## src/rx_status_defines.vh

```
// Constants for the asynchronous serial receive status block.
`ifndef RX_STATUS_DEFINES_VH
`define RX_STATUS_DEFINES_VH

// Width of one FIFO entry: framing bit, ninth bit, eight data bits.
`define RX_ENTRY_W      10
`define RX_FRAME_ERROR_FLAG_BIT     9
`define RX_NINTH_BIT    8
`define RX_FIFO_DEPTH   2
// Bit-time counter reload for the line sampler; one bit lasts this value plus one system clock.
`define RX_BIT_CYCLES   16'd868
`define RX_HALF_CYCLES  16'd434

`endif

```

## src/rx_char_fifo.v

```verilog
// Two-entry character FIFO with valid and ready on both sides.
`default_nettype none
`include "rx_status_defines.vh"

module rx_char_fifo #(
    parameter W = `RX_ENTRY_W
) (
    // Clock and reset
    input  wire         i_clk,
    input  wire         i_rst,
    input  wire         i_flush,
    // Fill side
    input  wire         i_in_valid,
    output wire         o_in_ready,
    input  wire [W-1:0] i_in_data,
    // Drain side
    output wire         o_out_valid,
    input  wire         i_out_ready,
    output wire [W-1:0] o_out_data
);

    reg [W-1:0] mem_ff [0:1];
    reg         rd_ptr_ff;
    reg         wr_ptr_ff;
    reg [1:0]   count_ff;

    wire push = i_in_valid && (count_ff != 2'd2);
    wire pop  = i_out_ready && (count_ff != 2'd0);

    assign o_in_ready  = (count_ff != 2'd2);
    assign o_out_valid = (count_ff != 2'd0);
    assign o_out_data  = mem_ff[rd_ptr_ff];

    // Entries are written whole and read in order, so the fields stay together.
    always @(posedge i_clk) begin
        if (push) begin
            mem_ff[wr_ptr_ff] <= i_in_data;
        end
    end

    always @(posedge i_clk or posedge i_rst) begin
        if (i_rst) begin
            rd_ptr_ff <= 1'b0;
            wr_ptr_ff <= 1'b0;
            count_ff  <= 2'd0;
        end else if (i_flush) begin
            rd_ptr_ff <= 1'b0;
            wr_ptr_ff <= 1'b0;
            count_ff  <= 2'd0;
        end else begin
            if (push) begin
                wr_ptr_ff <= ~wr_ptr_ff;
            end
            if (pop) begin
                rd_ptr_ff <= ~rd_ptr_ff;
            end
            count_ff <= count_ff + {1'b0, push} - {1'b0, pop};
        end
    end

endmodule // rx_char_fifo
`default_nettype wire

```

## src/rx_status.v

```verilog
// Receiver with framing, overrun, nine-bit and address detection status.
`default_nettype none
`include "rx_status_defines.vh"

module rx_status (
    // Clock and reset
    input  wire       i_clk,
    input  wire       i_rst,
    // Serial line
    input  wire       i_rx_line,
    // Control bits
    input  wire       i_serial_port_enable,
    input  wire       i_continuous_receive_enable,
    input  wire       i_nine_bit_receive_select,
    input  wire       i_address_detect_enable,
    input  wire       i_rx_irq_enable,
    input  wire       i_peripheral_irq_enable,
    input  wire       i_global_irq_enable,
    // Data read strobe
    input  wire       i_data_read,
    // Status and data
    output reg        o_rx_pending_flag,
    output reg        o_frame_error_flag,
    output reg        o_overrun_error_flag,
    output reg        o_ninth_data_bit,
    output reg  [7:0] o_receive_data,
    output reg        o_rx_irq
);

    // ****************************************************************
    // Line synchroniser and sampler
    // ****************************************************************
    localparam ST_IDLE  = 4'b0001;
    localparam ST_START = 4'b0010;
    localparam ST_DATA  = 4'b0100;
    localparam ST_STOP  = 4'b1000;

    reg        sync1_ff;
    reg        sync2_ff;
    reg        sync3_ff;
    reg        line_ff;
    reg [3:0]  state_ff;
    reg [15:0] tick_ff;
    reg [3:0]  bit_cnt_ff;
    reg [8:0]  shift_ff;
    reg        done_ff;
    reg [9:0]  done_word_ff;
    reg        overrun_ff;

    wire rx_on = i_serial_port_enable && i_continuous_receive_enable;
    wire [3:0] bits_needed = i_nine_bit_receive_select ? 4'd9 : 4'd8;

    // A change counts only once the second and third stages agree.
    always @(posedge i_clk or posedge i_rst) begin
        if (i_rst) begin
            sync1_ff <= 1'b1;
            sync2_ff <= 1'b1;
            sync3_ff <= 1'b1;
            line_ff  <= 1'b1;
        end else begin
            sync1_ff <= i_rx_line;
            sync2_ff <= sync1_ff;
            sync3_ff <= sync2_ff;
            if (sync2_ff == sync3_ff) begin
                line_ff <= sync3_ff;
            end
        end
    end

    always @(posedge i_clk or posedge i_rst) begin
        if (i_rst) begin
            state_ff     <= ST_IDLE;
            tick_ff      <= 16'd0;
            bit_cnt_ff   <= 4'd0;
            shift_ff     <= 9'h000;
            done_ff      <= 1'b0;
            done_word_ff <= 10'h000;
        end else if (!rx_on) begin
            state_ff <= ST_IDLE;
            done_ff  <= 1'b0;
        end else begin
            done_ff <= 1'b0;
            case (state_ff)
                ST_IDLE: begin
                    if (!line_ff) begin
                        state_ff <= ST_START;
                        tick_ff  <= `RX_HALF_CYCLES;
                    end
                end
                ST_START: begin
                    if (tick_ff != 16'd0) begin
                        tick_ff <= tick_ff - 16'd1;
                    end else if (line_ff) begin
                        state_ff <= ST_IDLE;
                    end else begin
                        state_ff   <= ST_DATA;
                        tick_ff    <= `RX_BIT_CYCLES;
                        bit_cnt_ff <= 4'd0;
                    end
                end
                ST_DATA: begin
                    if (tick_ff != 16'd0) begin
                        tick_ff <= tick_ff - 16'd1;
                    end else begin
                        // LSB first; nine-bit mode shifts one more bit.
                        shift_ff   <= {line_ff, shift_ff[8:1]};
                        bit_cnt_ff <= bit_cnt_ff + 4'd1;
                        tick_ff    <= `RX_BIT_CYCLES;
                        if (bit_cnt_ff + 4'd1 == bits_needed) begin
                            state_ff <= ST_STOP;
                        end
                    end
                end
                ST_STOP: begin
                    if (tick_ff != 16'd0) begin
                        tick_ff <= tick_ff - 16'd1;
                    end else begin
                        // Missing stop bit marks the entry; reception goes on.
                        state_ff <= ST_IDLE;
                        done_ff  <= 1'b1;
                        if (i_nine_bit_receive_select) begin
                            done_word_ff <= {~line_ff, shift_ff};
                        end else begin
                            done_word_ff <= {~line_ff, 1'b0, shift_ff[8:1]};
                        end
                    end
                end
                default: begin
                    state_ff <= ST_IDLE;
                end
            endcase
        end
    end

    // ****************************************************************
    // Queueing, address filter and overrun
    // ****************************************************************
    wire       fifo_in_ready;
    wire       fifo_out_valid;
    wire [9:0] fifo_out_data;

    // Address filter only acts in nine-bit mode.
    wire addr_mode = i_address_detect_enable && i_nine_bit_receive_select;
    wire accept    = done_ff && !(addr_mode && !done_word_ff[`RX_NINTH_BIT]);
    wire push      = accept && !overrun_ff && fifo_in_ready;
    wire pop       = i_data_read && fifo_out_valid;

    // Flush only on port disable, so receive disable keeps the stored status.
    rx_char_fifo #(
        .W (`RX_ENTRY_W)
    ) u_fifo (
        .i_clk       (i_clk),
        .i_rst       (i_rst),
        .i_flush     (!i_serial_port_enable),
        .i_in_valid  (push),
        .o_in_ready  (fifo_in_ready),
        .i_in_data   (done_word_ff),
        .o_out_valid (fifo_out_valid),
        .i_out_ready (pop),
        .o_out_data  (fifo_out_data)
    );

    always @(posedge i_clk or posedge i_rst) begin
        if (i_rst) begin
            overrun_ff <= 1'b0;
        end else if (!rx_on) begin
            overrun_ff <= 1'b0;
        end else if (accept && !fifo_in_ready) begin
            overrun_ff <= 1'b1;
        end
    end

    // ****************************************************************
    // Registered status outputs
    // ****************************************************************
    // Outputs lag the FIFO by one cycle so they come straight from flops.
    always @(posedge i_clk or posedge i_rst) begin
        if (i_rst) begin
            o_rx_pending_flag    <= 1'b0;
            o_frame_error_flag   <= 1'b0;
            o_overrun_error_flag <= 1'b0;
            o_ninth_data_bit     <= 1'b0;
            o_receive_data       <= 8'h00;
            o_rx_irq             <= 1'b0;
        end else begin
            // Follows occupancy; gated only by the port enable.
            o_rx_pending_flag <= i_serial_port_enable && fifo_out_valid;
            // Oldest entry's fields, cleared when port disabled.
            // Gated by the port enable so the flag drops on the disabling edge itself.
            o_frame_error_flag <= i_serial_port_enable && fifo_out_valid
                                  && fifo_out_data[`RX_FRAME_ERROR_FLAG_BIT];
            o_ninth_data_bit   <= fifo_out_valid && fifo_out_data[`RX_NINTH_BIT];
            o_receive_data     <= fifo_out_valid ? fifo_out_data[7:0] : 8'h00;
            // Gated by the enables so the flag falls with the clearing edge.
            o_overrun_error_flag <= overrun_ff && rx_on;
            // Framing error plays no part here.
            o_rx_irq <= i_serial_port_enable && fifo_out_valid && i_rx_irq_enable
                        && i_peripheral_irq_enable && i_global_irq_enable;
        end
    end

endmodule // rx_status
`default_nettype wire

```

## config.mk

```make
export PLATFORM = sky130hd
export DESIGN_NAME = rx_status
export DESIGN_NICKNAME = d
export VERILOG_FILES = /design/src/rx_char_fifo.v /design/src/rx_status.v
export VERILOG_INCLUDE_DIRS = /design/src
export SDC_FILE = /design/constraint.sdc
export NUM_CORES = 1
export LEC_CHECK = 0
export BUFFER_PORTS_ARGS = -buffer_cell sky130_fd_sc_hd__buf_2
export CORE_UTILIZATION = 40
export CTS_BUF_LIST = sky130_fd_sc_hd__clkbuf_8
export CTS_CLUSTER_DIAMETER = 30
export DETAILED_ROUTE_END_ITERATION = 8
export PLACE_DENSITY = 0.57
export SYNTH_ARGS = -nofsm -noshare
export SYNTH_HDL_FRONTEND = slang
export SYNTH_SLANG_ARGS = --single-unit
```

## constraint.sdc

```tcl
create_clock -name i_clk -period 3.4 [get_ports i_clk]
set_input_delay 0.17 -clock i_clk [delete_from_list [all_inputs] [get_ports i_clk]]
set_output_delay 0.17 -clock i_clk [all_outputs]
set_load 0.01 [all_outputs]
```

---- Word level (Yosys, flattened, before mapping) ----
Memories as Yosys holds them, arrays and structs flattened.
Index checks and enable logic that the tools add are counted.
storage, ports and cells
  RAM bits ................................ 20
  memories kept ........................... 1
  output and inout bits ................... 13
  logic and storage cells ................. 113
  bits in registers ....................... 66
memories
  memory         words  width  rd ports  clocked after memory_dff  write ports  line               text
  u_fifo.mem_ff  2      10     1         0                         1            rx_char_fifo.v:22  reg [W-1:0] mem_ff [0:1];
operators by class
  bitwise logic cells ..................... 4
  reduce and logical (&&, ||, !) cells .... 30
  mux-type cells .......................... 33
  add/subtract/negate cells ............... 4
  equality and inequality tests ........... 21
operator list
  kind                                                   count
  two-way mux 16 bit                                     5
  one-hot mux 16 bit (4 select lines)                    1
  two-way mux 4 bit                                      9
  inequality test 3 bit, second input constant           6
  logical AND 1 bit                                      17
  one-hot mux 4 bit (4 select lines)                     1
  nonzero test 16 bit                                    1
  subtractor 16 x 1 -> 16 bit, second input constant     1
  AND reduction 5 bit                                    3
  two-way mux 1 bit                                      12
  inequality test 2 bit, second input constant           6
  two-way mux 9 bit                                      1
  two-way mux 8 bit                                      1
  one-hot mux 4 bit (2 select lines)                     1
  inequality test 2 x 1 -> 1 bit, second input constant  3
  AND reduction 3 bit                                    2
  adder 4 x 1 -> 4 bit, second input constant            1
  == test 4 x 1 -> 1 bit, second input constant          1
  == test 4 x 2 -> 1 bit, second input constant          1
  == test 4 x 3 -> 1 bit, second input constant          1
  == test 4 bit                                          1
  == test 4 bit, second input constant                   1
  logical NOT 1 bit                                      4
  NOT 1 bit                                              4
  other kinds (7)                                        8

---- Logic depth before layout (Yosys ltp) ----
  word-level depth ........................ 10
  mapped depth ............................ 8
  gate-level depth less buffers ........... 8

---- Cells and area by module ----
Synthesis repeated with hierarchy kept, for this count alone.
unflattened totals
  cell total of the unflattened synthesis .. 352
  area total of the unflattened synthesis .. 4005.1 um^2
modules (own cells, without submodules)
  module        seq. area each (um^2)  times used  cells an instance  area an instance (um^2)
  rx_status     1557.7                 1           295                3027.9
  rx_char_fifo  700.7                  1           57                 977.2

---- Least setup slack after synthesis ----
No wires, ideal clock.
  path kind ............................... flip-flop to flip-flop
  start ................................... reg tick_ff[0]
  end ..................................... reg tick_ff[7]
  data required time ...................... 3268 ps
  setup time .............................. 132 ps
  cell stages (with the launch flop) ...... 8
  slack ................................... 1014 ps
  arrival ................................. 2254 ps
  cells stage by stage .................... dfrtp_1 -> inv_1 -> ha_1 -> or4b_4 -> or4_4 -> o32a_1 -> o41ai_2 -> o21ai_1
between the ends
  cells in the longest elaborated chain, start to end .. 3
  elaborated cells between the ends (all ways) .. 9
  classes of those cells .................. add/sub (1); eq/ne (2); mux (4); reduce/logical (2)
RTL lines
  item                                                                               line             text
  from (decl)                                                                        rx_status.v:43   reg [15:0] tick_ff;
  from (signal assigned)                                                             rx_status.v:87   tick_ff <= `RX_HALF_CYCLES;
  from (signal assigned)                                                             rx_status.v:92   tick_ff <= tick_ff - 16'd1;
  from (signal assigned)                                                             rx_status.v:97   tick_ff <= `RX_BIT_CYCLES;
  subtractor 16 x 1 -> 16 bit / nonzero test 16 bit (equally long branches)          -
  two-way mux 16 bit, or another cell as far along                                   rx_status.v:115  if (tick_ff != 16'd0) begin
  one-hot mux 16 bit (4 select lines) / AND reduction 5 bit (equally long branches)  -
Several ways; a longest one is shown, not always the timed one. The select of a mux whose other input is x is not followed.
A chain may end at the register's enable or synchronous reset.

---- Worst setup path after layout ----
  start ................................... reg tick_ff[0]
  end ..................................... reg tick_ff[1]
The elaborated chain is that of the path after synthesis.

==> results.toml <==
[setup_path]
reg2reg_slack_ns = 0.78
worst_r2r_startpoint = "tick_ff[0]"
timing_worst_setup_path_type = "flip-flop to flip-flop"
endpoint_kind = "flip-flop"
critical_path.startpoint_type = "flip-flop"
cp_max_fo = 9
reg2regPathDepth = 7
rr_endpoint = "tick_ff[1]"
worstPathRequired_ns = 3.68
worst_ep_arrival_time_ns = 2.90

[placed_design]
portBuffers = 23
hpwl_dp_um = 5465
place.gp.congestion = 0.8571

[drt]
drt_pre_antenna_iters = 4
route.antenna.remaining_nets = 0
post_drt_wl_per_cell_um = 14.76
via_count = 2781
avgViaCountPerCell = 5.358
initial_detailed_routing_violation_count = 154
drcViolationCount = 0
drt_wl_total_um = 7663

[timing]
clock_skew_ns = 0.01228
timing.slew.headroom = 0.5462
setup_viol_count_final = 0
rsz0062_at_grt = "false"
maxClockFrequency_ghz = 0.3819
final_hold_viol_count = 0
min_period_ns = 2.618
slew_viol_final = 0
layout_worst_path_cycle_share = 0.7701
finalSetupTns_ns = 0
tightest_slew_ns = 0.6751
finalHoldWorstSlack_ns = 0.04607

[synthesis]
synth_edf_count = 20
post_synthesis_net_count = 367
postSynth.asyncResetShare = 0.7674
syn_area_per_cell_um2 = 11.55
synth-warning-count = 0
synth_flop_cell = "dfrtp_1"
number_of_different_library_cells_in_the_post_synthesis_netlist = 62
post_synth_inst_count = 352
synthTopCellsByArea = "dfrtp_1 (38%), edfxtp_1 (15%), mux2i_1 (4.9%)"
synth-seq-area-share = 0.5554
synth.largest_area_cell = "dfrtp_1"
synthDominantCellAreaShare = 0.3754
post_synth_instance_area_mm2 = 0.004066
synthesized_flop_and_latch_total = 86

[grt]
grt_busiest_layer = "met2"
globalRoute.totalOverflow = 0
first_global_vias = 2673
met3_track_demand_over_resource_in_global_routing = 0.03525
use_met1 = 0.2056
number_of_antenna_violations_at_the_first_check_in_global_routing = 0
grt_usage = 0.1630
gr-usage-met2 = 0.2738
first_pass_grt_wire_length_um = 13150
maximum_number_of_pins_on_one_net_before_global_route_repair = 31

[clock_tree]
cts-root-buf = "clkbuf_8"
setup_fix_bufs_post_cts = 0
htree_num_levels = 3
post_cts_resized = 0
cts.clk_slew.worst_paths_ns = 0.09
number_of_buffers_added_to_fix_hold_violations_after_cts = 2
cts.sink_count = 86
cts_buffer_depth = 2
tritoncts = "done"
clock_insertion_delay_worst_skew_ns = 0.36
cts_buffers = 9

[power]
power.sequential.fraction = 0.533
power_frac_clock = 0.407
p_sw_frac = 0.2432
p_sw_uw = 498.3
p_leak_nw = 1.933
internal_power_mw = 1.551
power-per-cell-area_mw_per_mm2 = 445.4
comb_power_share = 0.060
power.ir.vdd_worst_uv = 150.5

[layout]
final_layout_size_suffix_gt1_frac = 0.2047
antenna_cells_inserted = 0
layout.nets = 396
nFillCells = 938
layout-area-overhead-vs-synth_pct = 13.14

[job]
cap_violations = 0

[min_path]
worst_hold_path.endpoint = "o_rx_irq"
hold_start = "i_rx_irq_enable"
min-delay-path-class = "input pin to flip-flop"
min_path_cells = 3

[floorplan]
die_height_um = 102.8
die-area_mm2 = 0.01057
placement_rows = 36
floorplan.initialDensity = 0.4141
pin_count = 24
die_span_in_x_um = 102.8
core_mm2 = 0.009819

[run_status]
status = "completed"
==> metal layers <==
metal | vias up | share of wire
met2 | 57 | 0.49
met5 | - | 0
met3 | 8 | 0.043
met1 | 1345 | 0.45
met4 | 0 | 0.013
li1 | 1371 | -
==> power by group through the flow <==
| stage | clock, mW | sequential [mW] | combinational (mW) |
|---|---|---|---|
| final | 0.833 | 1.09 | 0.123 |
| after global routing | 0.908 | 1.10 | 0.140 |
| after CTS | 0.863 | 1.09 | 0.126 |
| after detailed placement | 0 | 1.11 | 0.124 |
| after global placement | 0 | 1.11 | 0.122 |
| after floorplan | 0 | 1.10 | 0.101 |
==> worst max-delay path by stage <==
stage	from	to	slack, ns	cells past startpoint
finish	tick_ff[0]	tick_ff[1]	0.78	7
global route	tick_ff[15]	tick_ff[1]	0.63	5
CTS	tick_ff[0]	tick_ff[1]	0.76	7
detailed placement	tick_ff[0]	tick_ff[1]	0.79	7
global placement	tick_ff[0]	tick_ff[1]	0.85	7
floorplan	tick_ff[0]	tick_ff[7]	1.01	7
==> critical path, stage by stage (launching register included) <==
cell and delay [ns]:
dfrtp_1 0.38, inv_1 0.08, ha_1 0.22, or4b_4 0.52, or4_4 0.56, nor2_4 0.23, or3_1 0.34, mux2i_1 0.22
==> logic make-up after synthesis <==
group	share of synthesized area
simple gates	0.1662
flops	0.5554
compound gates	0.1249
mux	0.08892
buf+inv	0.03262
xor+xnor	0.01723
fa+ha+maj	0.01477
==> flip-flops by register name, summed over array words and instances, names as in the netlist, 2 cells and up <==
signal           count
state_ff             4
u_fifo.count_ff      2
done_word_ff        10
shift_ff             9
o_receive_data       8
u_fifo.mem_ff       20
tick_ff             16
bit_cnt_ff           4
==> layout make-up <==
cell class / count / area, um^2 / share of cell area
Multi-Input combinational cell: 235 / 1682 / 0.3655
Clock inverter: 7 / 115.1 / 0.02502
Sequential cell: 86 / 2258 / 0.4909
Timing Repair Buffer: 33 / 195.2 / 0.04243
Inverter: 16 / 60.06 / 0.01305
Tap cell: 133 / 166.4 / 0.03617
Clock buffer: 9 / 123.9 / 0.02692
==> cells in the mapped netlist, types with 4 or more instances <==
| cell type | n |
|---|---|
| nor4_1 | 4 |
| xnor2_1 | 6 |
| nand2b_1 | 8 |
| o31ai_1 | 5 |
| o41ai_1 | 4 |
| nand2_1 | 21 |
| inv_1 | 16 |
| nor2b_1 | 5 |
| buf_2 | 4 |
| ha_1 | 4 |
| nor3_1 | 9 |
| o21ai_0 | 17 |
| mux2_2 | 11 |
| a21oi_1 | 4 |
| clkbuf_1 | 7 |
| nand3_1 | 8 |
| dfstp_2 | 5 |
| dfrtp_1 | 61 |
| mux2i_1 | 20 |
| a211oi_1 | 7 |
| edfxtp_1 | 20 |
| and2_1 | 5 |
| nor2_1 | 33 |
==> through the flow <==
step	power [mW]	std cells	cell area, um^2	util	setup slack (ns)
after floorplan	1.200	352	4066	-	1.014
after global placement	1.236	501	4342	0.4422	0.8518
after detailed placement	1.238	501	4342	0.4422	0.7891
after CTS	2.083	519	4601	0.4685	0.7648
after global routing	2.145	519	4601	0.4685	0.6319
final	2.049	519	4601	0.4685	0.7817
==> layout by cell type (no fill, tap or decap), drive strengths merged, types with 3 or more instances in the layout <==
| master | instances |
|---|---|
| mux2i | 21 |
| dfstp | 5 |
| nand2b | 8 |
| dfrtp | 61 |
| a21oi | 4 |
| buf | 31 |
| nor3 | 9 |
| o22ai | 3 |
| nand4 | 4 |
| o41ai | 5 |
| o211ai | 3 |
| o32a | 3 |
| ha | 4 |
| clkbuf | 9 |
| xnor2 | 6 |
| o21a | 3 |
| inv | 19 |
| a211o | 3 |
| nor2 | 34 |
| or4 | 4 |
| nand2 | 21 |
| edfxtp | 20 |
| mux2 | 12 |
| o21ai | 19 |
| a211oi | 7 |
| nor4 | 7 |
| nor2b | 5 |
| a2111oi | 3 |
| nand3 | 9 |
| o31ai | 5 |
| or3 | 3 |
| and2 | 5 |
Power figures use the tool's default switching activity.
